**config.mk**
```make
export PLATFORM = sky130hd
export DESIGN_NAME = umd_uart_core
export DESIGN_NICKNAME = d
export VERILOG_FILES = /design/src/include/umd_pkg.sv /design/src/include/umd_stream_if.sv /design/src/core/umd_uart_core.sv /design/src/core/umd_fifo.sv /design/src/core/umd_rx_frame.sv
export SDC_FILE = /design/constraint.sdc
export NUM_CORES = 1
export LEC_CHECK = 0
export BUFFER_PORTS_ARGS = -buffer_cell sky130_fd_sc_hd__buf_4
export CAP_MARGIN = 0
export CORE_ASPECT_RATIO = 0.9
export CORE_MARGIN = 8
export CORE_UTILIZATION = 25
export CTS_BUF_LIST = sky130_fd_sc_hd__clkbuf_8
export DETAILED_ROUTE_END_ITERATION = 7
export PLACE_DENSITY_LB_ADDON = 0.08
export SLEW_MARGIN = 0
export SYNTH_ARGS = -nofsm -noshare
export SYNTH_HDL_FRONTEND = slang
export SYNTH_SLANG_ARGS = --single-unit
export TNS_END_PERCENT = 50
```
**constraint.sdc**
```tcl
create_clock -name mclk -period 7.5 [get_ports mclk]
set_input_delay 0.75 -clock mclk [delete_from_list [all_inputs] [get_ports mclk]]
set_output_delay 0.75 -clock mclk [all_outputs]
set_load 0.02 [all_outputs]
```
**src/include/umd_pkg.sv**
```systemverilog
package umd_pkg;
    // Register byte addresses on the CPU port
    localparam logic [5:0] ADDR_MODE = 6'h00;
    localparam logic [5:0] ADDR_STAT = 6'h04;
    localparam logic [5:0] ADDR_CMD  = 6'h08;
    localparam logic [5:0] ADDR_BUF  = 6'h0c;
    localparam logic [5:0] ADDR_VEC  = 6'h30;

    // Mode register one fields
    localparam int         MR1_LEN_LSB = 0;
    localparam int         MR1_PT      = 2;
    localparam int         MR1_PM_LSB  = 3;
    localparam logic [1:0] PM_PARITY   = 2'h0;
    localparam logic [1:0] PM_NONE     = 2'h2;
    localparam logic [1:0] PM_MULTI    = 2'h3;
    localparam logic [3:0] LEN_BASE    = 4'h5;

    // Mode register two fields
    localparam int         MR2_STOP2   = 0;

    // Command register fields and codes
    localparam int         CMD_RX_LSB  = 0;
    localparam int         CMD_TX_LSB  = 2;
    localparam int         CMD_MISC_LSB = 4;
    localparam logic [1:0] EN_ON       = 2'h1;
    localparam logic [1:0] EN_OFF      = 2'h2;
    localparam logic [2:0] MISC_MRPTR  = 3'h1;
    localparam logic [2:0] MISC_RXRST  = 3'h2;
    localparam logic [2:0] MISC_TXRST  = 3'h3;
    localparam logic [2:0] MISC_ERRRST = 3'h4;

    // Status register bit positions
    localparam int ST_RX_READY_FLAG = 0;
    localparam int ST_FIFO_FULL_FLAG = 1;
    localparam int ST_TXRDY = 2;
    localparam int ST_TXEMP = 3;
    localparam int ST_OVR   = 4;
    localparam int ST_TAG   = 5;
    localparam int ST_FRAME = 6;
    localparam int ST_BREAK = 7;

    // Receive FIFO entry layout
    localparam int ENT_W      = 11;
    localparam int ENT_TAG    = 8;
    localparam int ENT_FRAME  = 9;
    localparam int ENT_BREAK  = 10;
    localparam int FIFO_DEPTH = 4;

    // Reset values and bit timing
    localparam logic [7:0]  MODE_RST     = 8'h00;
    localparam logic [7:0]  VEC_RST      = 8'h0f;
    localparam logic [15:0] BIT_CLKS_DEF = 16'h0010;
endpackage : umd_pkg

```
**src/include/umd_stream_if.sv**
```systemverilog
interface umd_stream_if #(parameter int W = 8);
    logic         valid;
    logic         ready;
    logic [W-1:0] data;
    modport src (output valid, output data, input ready);
    modport snk (input valid, input data, output ready);
endinterface : umd_stream_if

```
**src/core/umd_uart_core.sv**
```systemverilog
// Functional notes
// - Parity mode field set to multidrop selects wake-up multidrop operation.
// - Frame is start, data bits, one tag bit, programmed stop bits.
// - Tag one marks an address character, tag zero a data character.
// - Tag polarity select field chooses the transmitted tag value.
// - In multidrop the receiver watches the line even while disabled.
// - Disabled receiver stores tag-one characters and raises the ready flag.
// - Disabled receiver drops tag-zero characters untouched.
// - Enabled receiver in multidrop delivers every character through the FIFO.
// - Data goes to the data slot, tag to the parity error slot.
// - Framing, overrun and break detection work as in normal operation.
// - Multidrop neither generates nor checks parity.
// - Reads return bytes; reserved locations read as zero.
// - Writes to read-only or reserved locations end normally and are dropped.
// - Register accesses finish with zero wait states.
// - Word or byte accesses allowed; only the low byte carries data.
// - Interrupt acknowledge returns the vector number register.
// - Ready flag shows a waiting character; reading the buffer pops it.
module umd_uart_core
    import umd_pkg::*;
#(
    parameter logic [15:0] BIT_CLKS = BIT_CLKS_DEF
) (
    input  wire logic        mclk,
    input  wire logic        sys_rst,
    input  wire logic        cpuSel,
    input  wire logic        cpuWr,
    input  wire logic [5:0]  cpuAddr,
    input  wire logic [15:0] cpuWdata,
    input  wire logic        iackStrobe,
    input  wire logic        rxPin,
    output logic [15:0]      cpuRdata,
    output logic             cpuAck,
    output logic             txPin,
    output logic             rxReadyFlag,
    output logic             fifoFullFlag,
    output logic             txReady
);
    typedef struct packed {
        logic        rxMeta;
        logic        rxSync;
        logic [7:0]  modeRegOne;
        logic [7:0]  modeRegTwo;
        logic [7:0]  vectorNumberReg;
        logic        modePtr;
        logic        rxEnable;
        logic        txEnable;
        logic [7:0]  txHold;
        logic        txHoldFull;
        logic [11:0] txShift;
        logic [3:0]  txLeft;
        logic [15:0] txDiv;
        logic        txPin;
        logic        overrun;
        logic [7:0]  rdByte;
        logic        cpuAck;
        logic        rxReadyFlag;
        logic        fifoFullFlag;
        logic        txReady;
    } umd_core_t;

    umd_core_t   s;
    umd_core_t   n;
    logic        rdStb;
    logic        wrStb;
    logic [1:0]  parityModeField;
    logic        tagPolaritySel;
    logic        multiDrop;
    logic        extraOn;
    logic [3:0]  dataBits;
    logic        extraVal;
    logic [11:0] frm;
    logic [3:0]  frmLen;
    logic [7:0]  statByte;
    logic [2:0]  fifoCount;
    logic        flush;
    logic        accept;
    logic        overSet;
    logic        rxDone;
    logic [7:0]  rxData;
    logic        rxExtra;
    logic        rxFrame;
    logic        rxBreak;
    logic [2:0]  cmdMisc;

    umd_stream_if #(.W(ENT_W)) pushS ();
    umd_stream_if #(.W(ENT_W)) popS ();

    // Mode decode
    assign parityModeField = s.modeRegOne[MR1_PM_LSB +: 2];
    assign tagPolaritySel  = s.modeRegOne[MR1_PT];
    assign multiDrop       = (parityModeField == PM_MULTI);
    assign extraOn         = (parityModeField != PM_NONE);
    assign dataBits        = LEN_BASE + {2'h0, s.modeRegOne[MR1_LEN_LSB +: 2]};
    assign rdStb           = cpuSel && !cpuWr;
    assign wrStb           = cpuSel && cpuWr;
    assign cmdMisc         = cpuWdata[CMD_MISC_LSB +: 3];

    // Transmitted tag follows polarity select; parity only outside multidrop
    assign extraVal = multiDrop ? tagPolaritySel
                                : (^(s.txHold & (8'hff >> (4'h8 - dataBits)))) ^ tagPolaritySel;

    // Receive character handling
    umd_rx_frame u_rx (
        .mclk      (mclk),
        .sys_rst   (sys_rst),
        .rxLine    (s.rxSync),
        .bitClks   (BIT_CLKS),
        .dataBits  (dataBits),
        .extraOn   (extraOn),
        .charDone  (rxDone),
        .charData  (rxData),
        .charExtra (rxExtra),
        .charFrame (rxFrame),
        .charBreak (rxBreak)
    );

    // Disabled receiver keeps only address-tagged characters in multidrop
    assign accept = s.rxEnable || (multiDrop && rxExtra);
    assign pushS.valid = rxDone && accept;
    assign pushS.data  = {rxBreak, rxFrame,
                          multiDrop ? rxExtra
                                    : (parityModeField == PM_PARITY) &&
                                      ((^rxData) ^ tagPolaritySel ^ rxExtra) != 1'b0,
                          rxData};
    assign overSet     = pushS.valid && !pushS.ready;
    assign popS.ready  = rdStb && (cpuAddr == ADDR_BUF);

    umd_fifo #(.W(ENT_W), .DEPTH(FIFO_DEPTH)) u_fifo (
        .mclk    (mclk),
        .sys_rst (sys_rst),
        .flush   (flush),
        .inS     (pushS),
        .outS    (popS),
        .count   (fifoCount)
    );

    // Status byte shows the character at the top of the FIFO
    assign statByte[ST_RX_READY_FLAG] = s.rxReadyFlag;
    assign statByte[ST_FIFO_FULL_FLAG] = s.fifoFullFlag;
    assign statByte[ST_TXRDY] = !s.txHoldFull;
    assign statByte[ST_TXEMP] = !s.txHoldFull && (s.txLeft == '0);
    assign statByte[ST_OVR]   = s.overrun;
    assign statByte[ST_TAG]   = popS.valid && popS.data[ENT_TAG];
    assign statByte[ST_FRAME] = popS.valid && popS.data[ENT_FRAME];
    assign statByte[ST_BREAK] = popS.valid && popS.data[ENT_BREAK];

    // Outputs straight from the state register
    assign cpuRdata     = {8'h00, s.rdByte};
    assign cpuAck       = s.cpuAck;
    assign txPin        = s.txPin;
    assign rxReadyFlag  = s.rxReadyFlag;
    assign fifoFullFlag = s.fifoFullFlag;
    assign txReady      = s.txReady;

    // Next state: CPU port, transmitter, commands
    always_comb begin
        n        = s;
        flush    = 1'b0;
        n.rxMeta = rxPin;
        n.rxSync = s.rxMeta;
        n.cpuAck = cpuSel || iackStrobe;
        n.rdByte = 8'h00;
        // Frame image, least significant bit first
        frm    = '1;
        frm[0] = 1'b0;
        for (int i = 0; i < 8; i++) begin
            if (4'(i) < dataBits) frm[i+1] = s.txHold[i];
        end
        if (extraOn) frm[dataBits + 4'h1] = extraVal;
        frmLen = 4'h2 + dataBits + {3'h0, extraOn} + {3'h0, s.modeRegTwo[MR2_STOP2]};
        // Register reads
        if (iackStrobe) n.rdByte = s.vectorNumberReg;
        else if (rdStb) begin
            case (cpuAddr)
                ADDR_MODE: n.rdByte = s.modePtr ? s.modeRegTwo : s.modeRegOne;
                ADDR_STAT: n.rdByte = statByte;
                ADDR_BUF:  n.rdByte = popS.valid ? popS.data[7:0] : 8'h00;
                ADDR_VEC:  n.rdByte = s.vectorNumberReg;
                default:   n.rdByte = 8'h00;
            endcase
        end
        // Register writes, low byte only
        if (wrStb) begin
            case (cpuAddr)
                ADDR_MODE: begin
                    if (!s.modePtr) n.modeRegOne = cpuWdata[7:0];
                    else n.modeRegTwo = cpuWdata[7:0];
                    n.modePtr = 1'b1;
                end
                ADDR_BUF: if (!s.txHoldFull) begin
                    n.txHold     = cpuWdata[7:0];
                    n.txHoldFull = 1'b1;
                end
                ADDR_VEC: n.vectorNumberReg = cpuWdata[7:0];
                default: ;
            endcase
        end
        // Transmitter bit timing; mode is sampled at frame load
        if (s.txLeft != '0) begin
            if (s.txDiv != '0) n.txDiv = s.txDiv - 16'h1;
            else begin
                n.txDiv   = BIT_CLKS - 16'h1;
                n.txLeft  = s.txLeft - 4'h1;
                n.txShift = {1'b1, s.txShift[11:1]};
                n.txPin   = (s.txLeft == 4'h1) ? 1'b1 : s.txShift[1];
            end
        end else if (s.txHoldFull && s.txEnable) begin
            n.txShift    = frm;
            n.txPin      = 1'b0;
            n.txLeft     = frmLen;
            n.txDiv      = BIT_CLKS - 16'h1;
            n.txHoldFull = 1'b0;
        end
        // Commands
        if (wrStb && cpuAddr == ADDR_CMD) begin
            if (cpuWdata[CMD_RX_LSB +: 2] == EN_ON) n.rxEnable = 1'b1;
            if (cpuWdata[CMD_RX_LSB +: 2] == EN_OFF) n.rxEnable = 1'b0;
            if (cpuWdata[CMD_TX_LSB +: 2] == EN_ON) n.txEnable = 1'b1;
            if (cpuWdata[CMD_TX_LSB +: 2] == EN_OFF) n.txEnable = 1'b0;
            case (cmdMisc)
                MISC_MRPTR: n.modePtr = 1'b0;
                MISC_RXRST: begin
                    n.rxEnable = 1'b0;
                    n.overrun  = 1'b0;
                    flush      = 1'b1;
                end
                MISC_TXRST: begin
                    n.txEnable   = 1'b0;
                    n.txHoldFull = 1'b0;
                    n.txLeft     = '0;
                    n.txPin      = 1'b1;
                end
                MISC_ERRRST: n.overrun = 1'b0;
                default: ;
            endcase
        end
        // A new overrun wins over a clear in the same cycle
        if (overSet) n.overrun = 1'b1;
        n.rxReadyFlag  = (fifoCount != 3'h0);
        n.fifoFullFlag = (fifoCount == 3'(FIFO_DEPTH));
        n.txReady      = !n.txHoldFull;
    end

    always_ff @(posedge mclk or posedge sys_rst) begin
        if (sys_rst) begin
            s                 <= '0;
            s.rxMeta          <= 1'b1;
            s.rxSync          <= 1'b1;
            s.modeRegOne      <= MODE_RST;
            s.modeRegTwo      <= MODE_RST;
            s.vectorNumberReg <= VEC_RST;
            s.txPin           <= 1'b1;
        end else begin
            s <= n;
        end
    end

    ack_timing_a: assert property (@(posedge mclk) disable iff (sys_rst)
        (cpuSel || iackStrobe) |=> cpuAck) else $error("access not answered next cycle");

    byte_read_a: assert property (@(posedge mclk) disable iff (sys_rst)
        cpuSel |=> cpuRdata[15:8] == 8'h00) else $error("upper data byte not zero");

    reserved_read_a: assert property (@(posedge mclk) disable iff (sys_rst)
        (rdStb && !iackStrobe && cpuAddr != ADDR_MODE && cpuAddr != ADDR_STAT &&
         cpuAddr != ADDR_BUF && cpuAddr != ADDR_VEC) |=> cpuRdata == 16'h0000)
        else $error("reserved read not zero");

    vector_drive_a: assert property (@(posedge mclk) disable iff (sys_rst)
        iackStrobe |=> cpuRdata[7:0] == $past(s.vectorNumberReg)) else $error("wrong vector");

    tag_drop_a: assert property (@(posedge mclk) disable iff (sys_rst)
        (rxDone && !s.rxEnable && multiDrop && !rxExtra) |-> !pushS.valid)
        else $error("data character kept while disabled");

    tag_keep_a: assert property (@(posedge mclk) disable iff (sys_rst)
        (rxDone && multiDrop && rxExtra && pushS.ready) |-> ##2 s.rxReadyFlag)
        else $error("address character not flagged");

    tag_slot_a: assert property (@(posedge mclk) disable iff (sys_rst)
        (pushS.valid && multiDrop) |-> pushS.data[ENT_TAG] == rxExtra)
        else $error("tag not in parity slot");

    tx_start_a: assert property (@(posedge mclk) disable iff (sys_rst)
        (s.txLeft == 4'h0 && s.txHoldFull && s.txEnable) |=> !txPin ##1 !txPin)
        else $error("start bit missing");

    tx_tag_a: assert property (@(posedge mclk) disable iff (sys_rst)
        (s.txLeft == 4'h0 && s.txHoldFull && s.txEnable && multiDrop)
        |=> s.txShift[dataBits + 4'h1] == $past(tagPolaritySel))
        else $error("tag polarity wrong");

    overrun_set_a: assert property (@(posedge mclk) disable iff (sys_rst)
        overSet |=> s.overrun) else $error("overrun not flagged");
endmodule : umd_uart_core

```
**src/core/umd_fifo.sv**
```systemverilog
module umd_fifo
    import umd_pkg::*;
#(
    parameter int W     = ENT_W,
    parameter int DEPTH = FIFO_DEPTH
) (
    input  wire logic                       mclk,
    input  wire logic                       sys_rst,
    input  wire logic                       flush,
    umd_stream_if.snk                       inS,
    umd_stream_if.src                       outS,
    output logic [$clog2(DEPTH+1)-1:0]      count
);
    localparam int AW = $clog2(DEPTH);
    localparam int CW = $clog2(DEPTH+1);

    typedef struct packed {
        logic [DEPTH-1:0][W-1:0] mem;
        logic [AW-1:0]           rd;
        logic [AW-1:0]           wr;
        logic [CW-1:0]           cnt;
    } umd_fifo_t;

    umd_fifo_t s;
    umd_fifo_t n;
    logic      push;
    logic      pop;

    // Honest flags straight from the occupancy count
    assign inS.ready  = (s.cnt != CW'(DEPTH));
    assign outS.valid = (s.cnt != '0);
    assign outS.data  = s.mem[s.rd];
    assign count      = s.cnt;
    assign push       = inS.valid && inS.ready;
    assign pop        = outS.valid && outS.ready;

    // Pointer and count update, flush empties the store
    always_comb begin
        n = s;
        if (push) begin
            n.mem[s.wr] = inS.data;
            n.wr        = s.wr + 1'b1;
        end
        if (pop) n.rd = s.rd + 1'b1;
        case ({push, pop})
            2'b10:   n.cnt = s.cnt + 1'b1;
            2'b01:   n.cnt = s.cnt - 1'b1;
            default: n.cnt = s.cnt;
        endcase
        if (flush) begin
            n.rd  = '0;
            n.wr  = '0;
            n.cnt = '0;
        end
    end

    always_ff @(posedge mclk or posedge sys_rst) begin
        if (sys_rst) s <= '0;
        else s <= n;
    end

    fifo_bound_a: assert property (@(posedge mclk) disable iff (sys_rst)
        s.cnt <= CW'(DEPTH)) else $error("fifo count above depth");
endmodule : umd_fifo

```
**src/core/umd_rx_frame.sv**
```systemverilog
module umd_rx_frame
    import umd_pkg::*;
(
    input  wire logic        mclk,
    input  wire logic        sys_rst,
    input  wire logic        rxLine,
    input  wire logic [15:0] bitClks,
    input  wire logic [3:0]  dataBits,
    input  wire logic        extraOn,
    output logic             charDone,
    output logic [7:0]       charData,
    output logic             charExtra,
    output logic             charFrame,
    output logic             charBreak
);
    typedef enum logic [2:0] {RX_IDLE, RX_START, RX_BITS, RX_STOP, RX_HOLD} umd_rx_state_t;

    typedef struct packed {
        umd_rx_state_t state;
        logic [15:0]   div;
        logic [3:0]    idx;
        logic [8:0]    sh;
        logic          done;
        logic [7:0]    data;
        logic          extra;
        logic          frame;
        logic          brk;
    } umd_rx_t;

    umd_rx_t    s;
    umd_rx_t    n;
    logic [3:0] nb;

    assign nb        = dataBits + {3'h0, extraOn};
    assign charDone  = s.done;
    assign charData  = s.data;
    assign charExtra = s.extra;
    assign charFrame = s.frame;
    assign charBreak = s.brk;

    // Start detect, mid-bit sampling, stop check, break hold-off
    always_comb begin
        n      = s;
        n.done = 1'b0;
        unique case (s.state)
            RX_IDLE: if (!rxLine) begin
                n.state = RX_START;
                n.div   = bitClks >> 1;
                n.sh    = '0;
            end
            RX_START: begin
                if (s.div != '0) n.div = s.div - 16'h1;
                else if (!rxLine) begin
                    n.state = RX_BITS;
                    n.div   = bitClks - 16'h1;
                    n.idx   = '0;
                end else n.state = RX_IDLE;
            end
            RX_BITS: begin
                if (s.div != '0) n.div = s.div - 16'h1;
                else begin
                    n.sh[s.idx] = rxLine;
                    n.div       = bitClks - 16'h1;
                    n.idx       = s.idx + 4'h1;
                    if (s.idx + 4'h1 == nb) n.state = RX_STOP;
                end
            end
            RX_STOP: begin
                if (s.div != '0) n.div = s.div - 16'h1;
                else begin
                    n.done  = 1'b1;
                    n.data  = s.sh[7:0] & (8'hff >> (4'h8 - dataBits));
                    n.extra = extraOn & s.sh[dataBits];
                    n.frame = !rxLine;
                    n.brk   = !rxLine && (s.sh == '0);
                    n.state = rxLine ? RX_IDLE : RX_HOLD;
                end
            end
            RX_HOLD: if (rxLine) n.state = RX_IDLE;
        endcase
    end

    always_ff @(posedge mclk or posedge sys_rst) begin
        if (sys_rst) s <= '0;
        else s <= n;
    end

    done_pulse_a: assert property (@(posedge mclk) disable iff (sys_rst)
        s.done |=> !s.done) else $error("character done held too long");
endmodule : umd_rx_frame

```
==> results.json <==
{
  "pre_cts_ws_ns": 3.90,
  "power.density_mw_per_mm2": 242,
  "power.switching_uw": 819,
  "fin_cells": 1401,
  "synthArstFlopShare": 1.00,
  "internal_power_uw": 1720,
  "swShare": 0.323,
  "grt_pass1_wl_mm": 39.8,
  "dieArea_mm2": 0.0438,
  "reg2reg_from": "s[74]$_DFFE_PP0P_",
  "worstMarginPinSlew_ns": 0.928,
  "end_kind": "register",
  "crit_buf_inv": 1,
  "ys_warn_count": 0,
  "max_freq_ghz": 0.274,
  "reg2reg_depth": 8,
  "critPathMostFrequentCell": "xnor2_1",
  "clk_latency_ns": 0.48,
  "viasPerCell": 4.64,
  "relSlewSlack": 0.382,
  "crit_chain": "inv_1, ha_1, xor2_1, nand2_1, xnor2_1, mux2i_1, xnor2_1, o311ai_0",
  "first_global_vias": 6691,
  "critical_path_required_ns": 7.82,
  "core_area_mm2": 0.0371,
  "vdd_drop_max_v": 0.0000922,
  "hold_viol_final": 0,
  "cts_tree": "done",
  "synth.top_cell.area_share": 0.458,
  "portBuffers": 32,
  "rsz0062_at_grt": "no",
  "drt-total-wl_mm": 24.6,
  "finalSetupViolCount": 0,
  "clockBufferDepth": 2,
  "first_pass_iters": 5,
  "syn-mean-instance-area_um2": 10.4,
  "grt_max_degree": 111,
  "power_frac_seq": 0.479,
  "r2r_slack_ns": 3.85,
  "nFillCells": 3922,
  "worst_ep_arrival_time_ns": 3.97,
  "post-cts-setup-buffer-count": 0,
  "criticalPathCategory": "reg2reg",
  "rows": 67,
  "ys_seq_area_frac": 0.477,
  "die_h_um": 199,
  "crit_fanout": 10,
  "antenna_found_initial": 0,
  "dr.first_iter.drc_count": 368,
  "crit_family": "XOR/XNOR gates",
  "dp_cells": 1369,
  "fin_skew_ns": 0.0178,
  "diodes": 0,
  "r2r_end": "s[39]$_DFFE_PP0P_",
  "h-tree-depth": 4,
  "ys_top_cells_by_count": "dfrtp_1 (171), nand2_1 (104), nor2_1 (69)",
  "ctsResizeCount": 0,
  "cts_sinks": 178,
  "cp-start-kind": "register",
  "whs_path_depth": 0,
  "ys_seq_elements": 178,
  "holdCritStartpoint": "n[82]$_DFF_PP1_",
  "worst_slack_ns": 3.85,
  "synthFlopType": "dfrtp_1",
  "startpoint": "s[74]$_DFFE_PP0P_",
  "netlist_instances": 897,
  "hold_class": "reg2reg",
  "synth_area_leaders": "dfrtp_1 (46%), mux2_2 (7.2%), nand2_1 (4.2%)",
  "yosysMostFrequentCell": "dfrtp_1",
  "outcome": "completed",
  "cts_hold_buf": 0,
  "grt_remaining_overflow": 0,
  "synth_area_mm2": 0.00935,
  "root_buffer": "clkbuf_8",
  "yosysTopAreaCell": "dfrtp_1",
  "critPathMaxStageDelay_ns": 0.70,
  "wl_per_cell_um": 17.5,
  "comb_power_share": 0.200,
  "gr-usage-all-layers": 0.117,
  "final_nets": 962,
  "antenna_left": 0,
  "finalCritPeriodShare": 0.487,
  "whs_endpoint": "s[82]$_DFF_PP1_",
  "syn_to_final_growth_pct": 11.9,
  "pwr-share-clk": 0.320,
  "io_pins": 49,
  "setup_tns_ns": 0,
  "dp_hpwl_mm": 16.7,
  "drc_errors": 0,
  "drive_above_1_share": 0.179,
  "initial_utilization": 0.252,
  "synth_edf_count": 0,
  "report.final.slew_viol_count": 0,
  "maxCapViolations": 0,
  "num_vias": 6500,
  "cp_slowest_cell": "dfrtp_1",
  "synth.distinct_cells": 70,
  "leakage_uw": 0.00456,
  "gp_congestion": 0.708,
  "cts.clk_slew.worst_paths_ns": 0.11,
  "die_w_um": 220,
  "min_period_ns": 3.65,
  "cts_buffers": 17
}
layout by cell type (no fill, tap or decap), drive strengths merged, types with 12 or more instances in the layout:
cell / netlist / routed
a21oi: 19 / 19
clkbuf: 28 / 19
nor2: 69 / 69
nor4: 13 / 13
mux2: 60 / 60
mux4: 12 / 12
nand3: 20 / 20
o21ai: 57 / 57
a22o: 19 / 19
inv: 39 / 44
dfrtp: 171 / 171
or3: 12 / 12
nand2: 104 / 104
xnor2: 34 / 34
mux2i: 15 / 15
nor3: 28 / 28
ha: 26 / 26
buf: 27 / 37
routing by layer:
layer  global-route usage  vias to the layer above  share of wire
li1                     -                     3187              -
met1                0.166                     3254           0.51
met2                0.180                       52           0.45
met3               0.0241                        7          0.024
met4               0.0272                        0         0.0079
met5                    0                        -              0
state kept, by name, summed over array words and instances, names as in the netlist, 2 cells and up:
| register | flops |
|---|---|
| cpuRdata | 8 |
| parityModeField | 2 |
| s | 67 |
| u_fifo.count | 3 |
| u_fifo.s | 48 |
| u_rx.charData | 8 |
| u_rx.s | 32 |
layout make-up:
class | count | area, um2 | area share
clock buffers | 19 | 262 | 0.0250
clock inverters | 13 | 218 | 0.0208
inverters | 39 | 154 | 0.0147
multi-input cells | 632 | 4480 | 0.428
flip-flops and latches | 178 | 4460 | 0.427
well taps | 483 | 604 | 0.0578
repair buffers | 37 | 278 | 0.0266
worst register-to-register path, delay by kind of cell, from the launching register on:
kind	cells	cell delay [ns]
buffers and inverters	1	0.35
AOI/OAI and AO/OA	1	0.26
DFF	1	0.70
and+or+nand+nor	1	0.11
muxes	1	0.20
adders and majority gates	1	0.55
xor gates and xnor gates	3	1.32
power groups by stage:
stage	Combinational [uW]	Clock, uW	Sequential, uW
2_1_floorplan	421	0	1180
3_3_place_gp	515	0	1230
3_5_place_dp	515	0	1230
4_1_cts	517	855	1220
5_1_grt	579	889	1240
6_report	508	811	1220
cells by family (layout without fill, tap and decap cells):
group / after synthesis / count (layout) / synth area share
AOI/OAI and AO/OA: 163 / 163 / 0.118
xor gates and xnor gates: 45 / 45 / 0.0452
adders and majority gates: 29 / 29 / 0.0412
buffers and inverters: 94 / 108 / 0.0460
DFF: 178 / 178 / 0.477
muxes: 87 / 87 / 0.117
other: 1 / 8 / 0.000401
and+or+nand+nor: 300 / 300 / 0.154
through the flow:
step / instance area (um2) / total power [uW] / hold WS (ns) / util
finish: 10500 / 2540 / 0.367 / 0.282
global route: 10500 / 2710 / 0.326 / 0.282
CTS: 10500 / 2590 / 0.320 / 0.282
detailed placement: 9980 / 1750 / 0.361 / 0.269
global placement: 9980 / 1750 / 0.359 / 0.269
floorplan: 9370 / 1600 / 0.345 / -
how the worst max path moves through the flow:
stage	endpoint	slack, ns	cells after the start
after detailed placement	s[39]$_DFFE_PP0P_	3.90	8
after floorplan	cpuAck$_DFF_PP0_	1.93	1
after global routing	s[36]$_DFFE_PP0P_	3.60	8
final	s[39]$_DFFE_PP0P_	3.85	8
after global placement	s[39]$_DFFE_PP0P_	3.94	8
after CTS	s[39]$_DFFE_PP0P_	3.85	8
(Power assumes the default switching activity.)
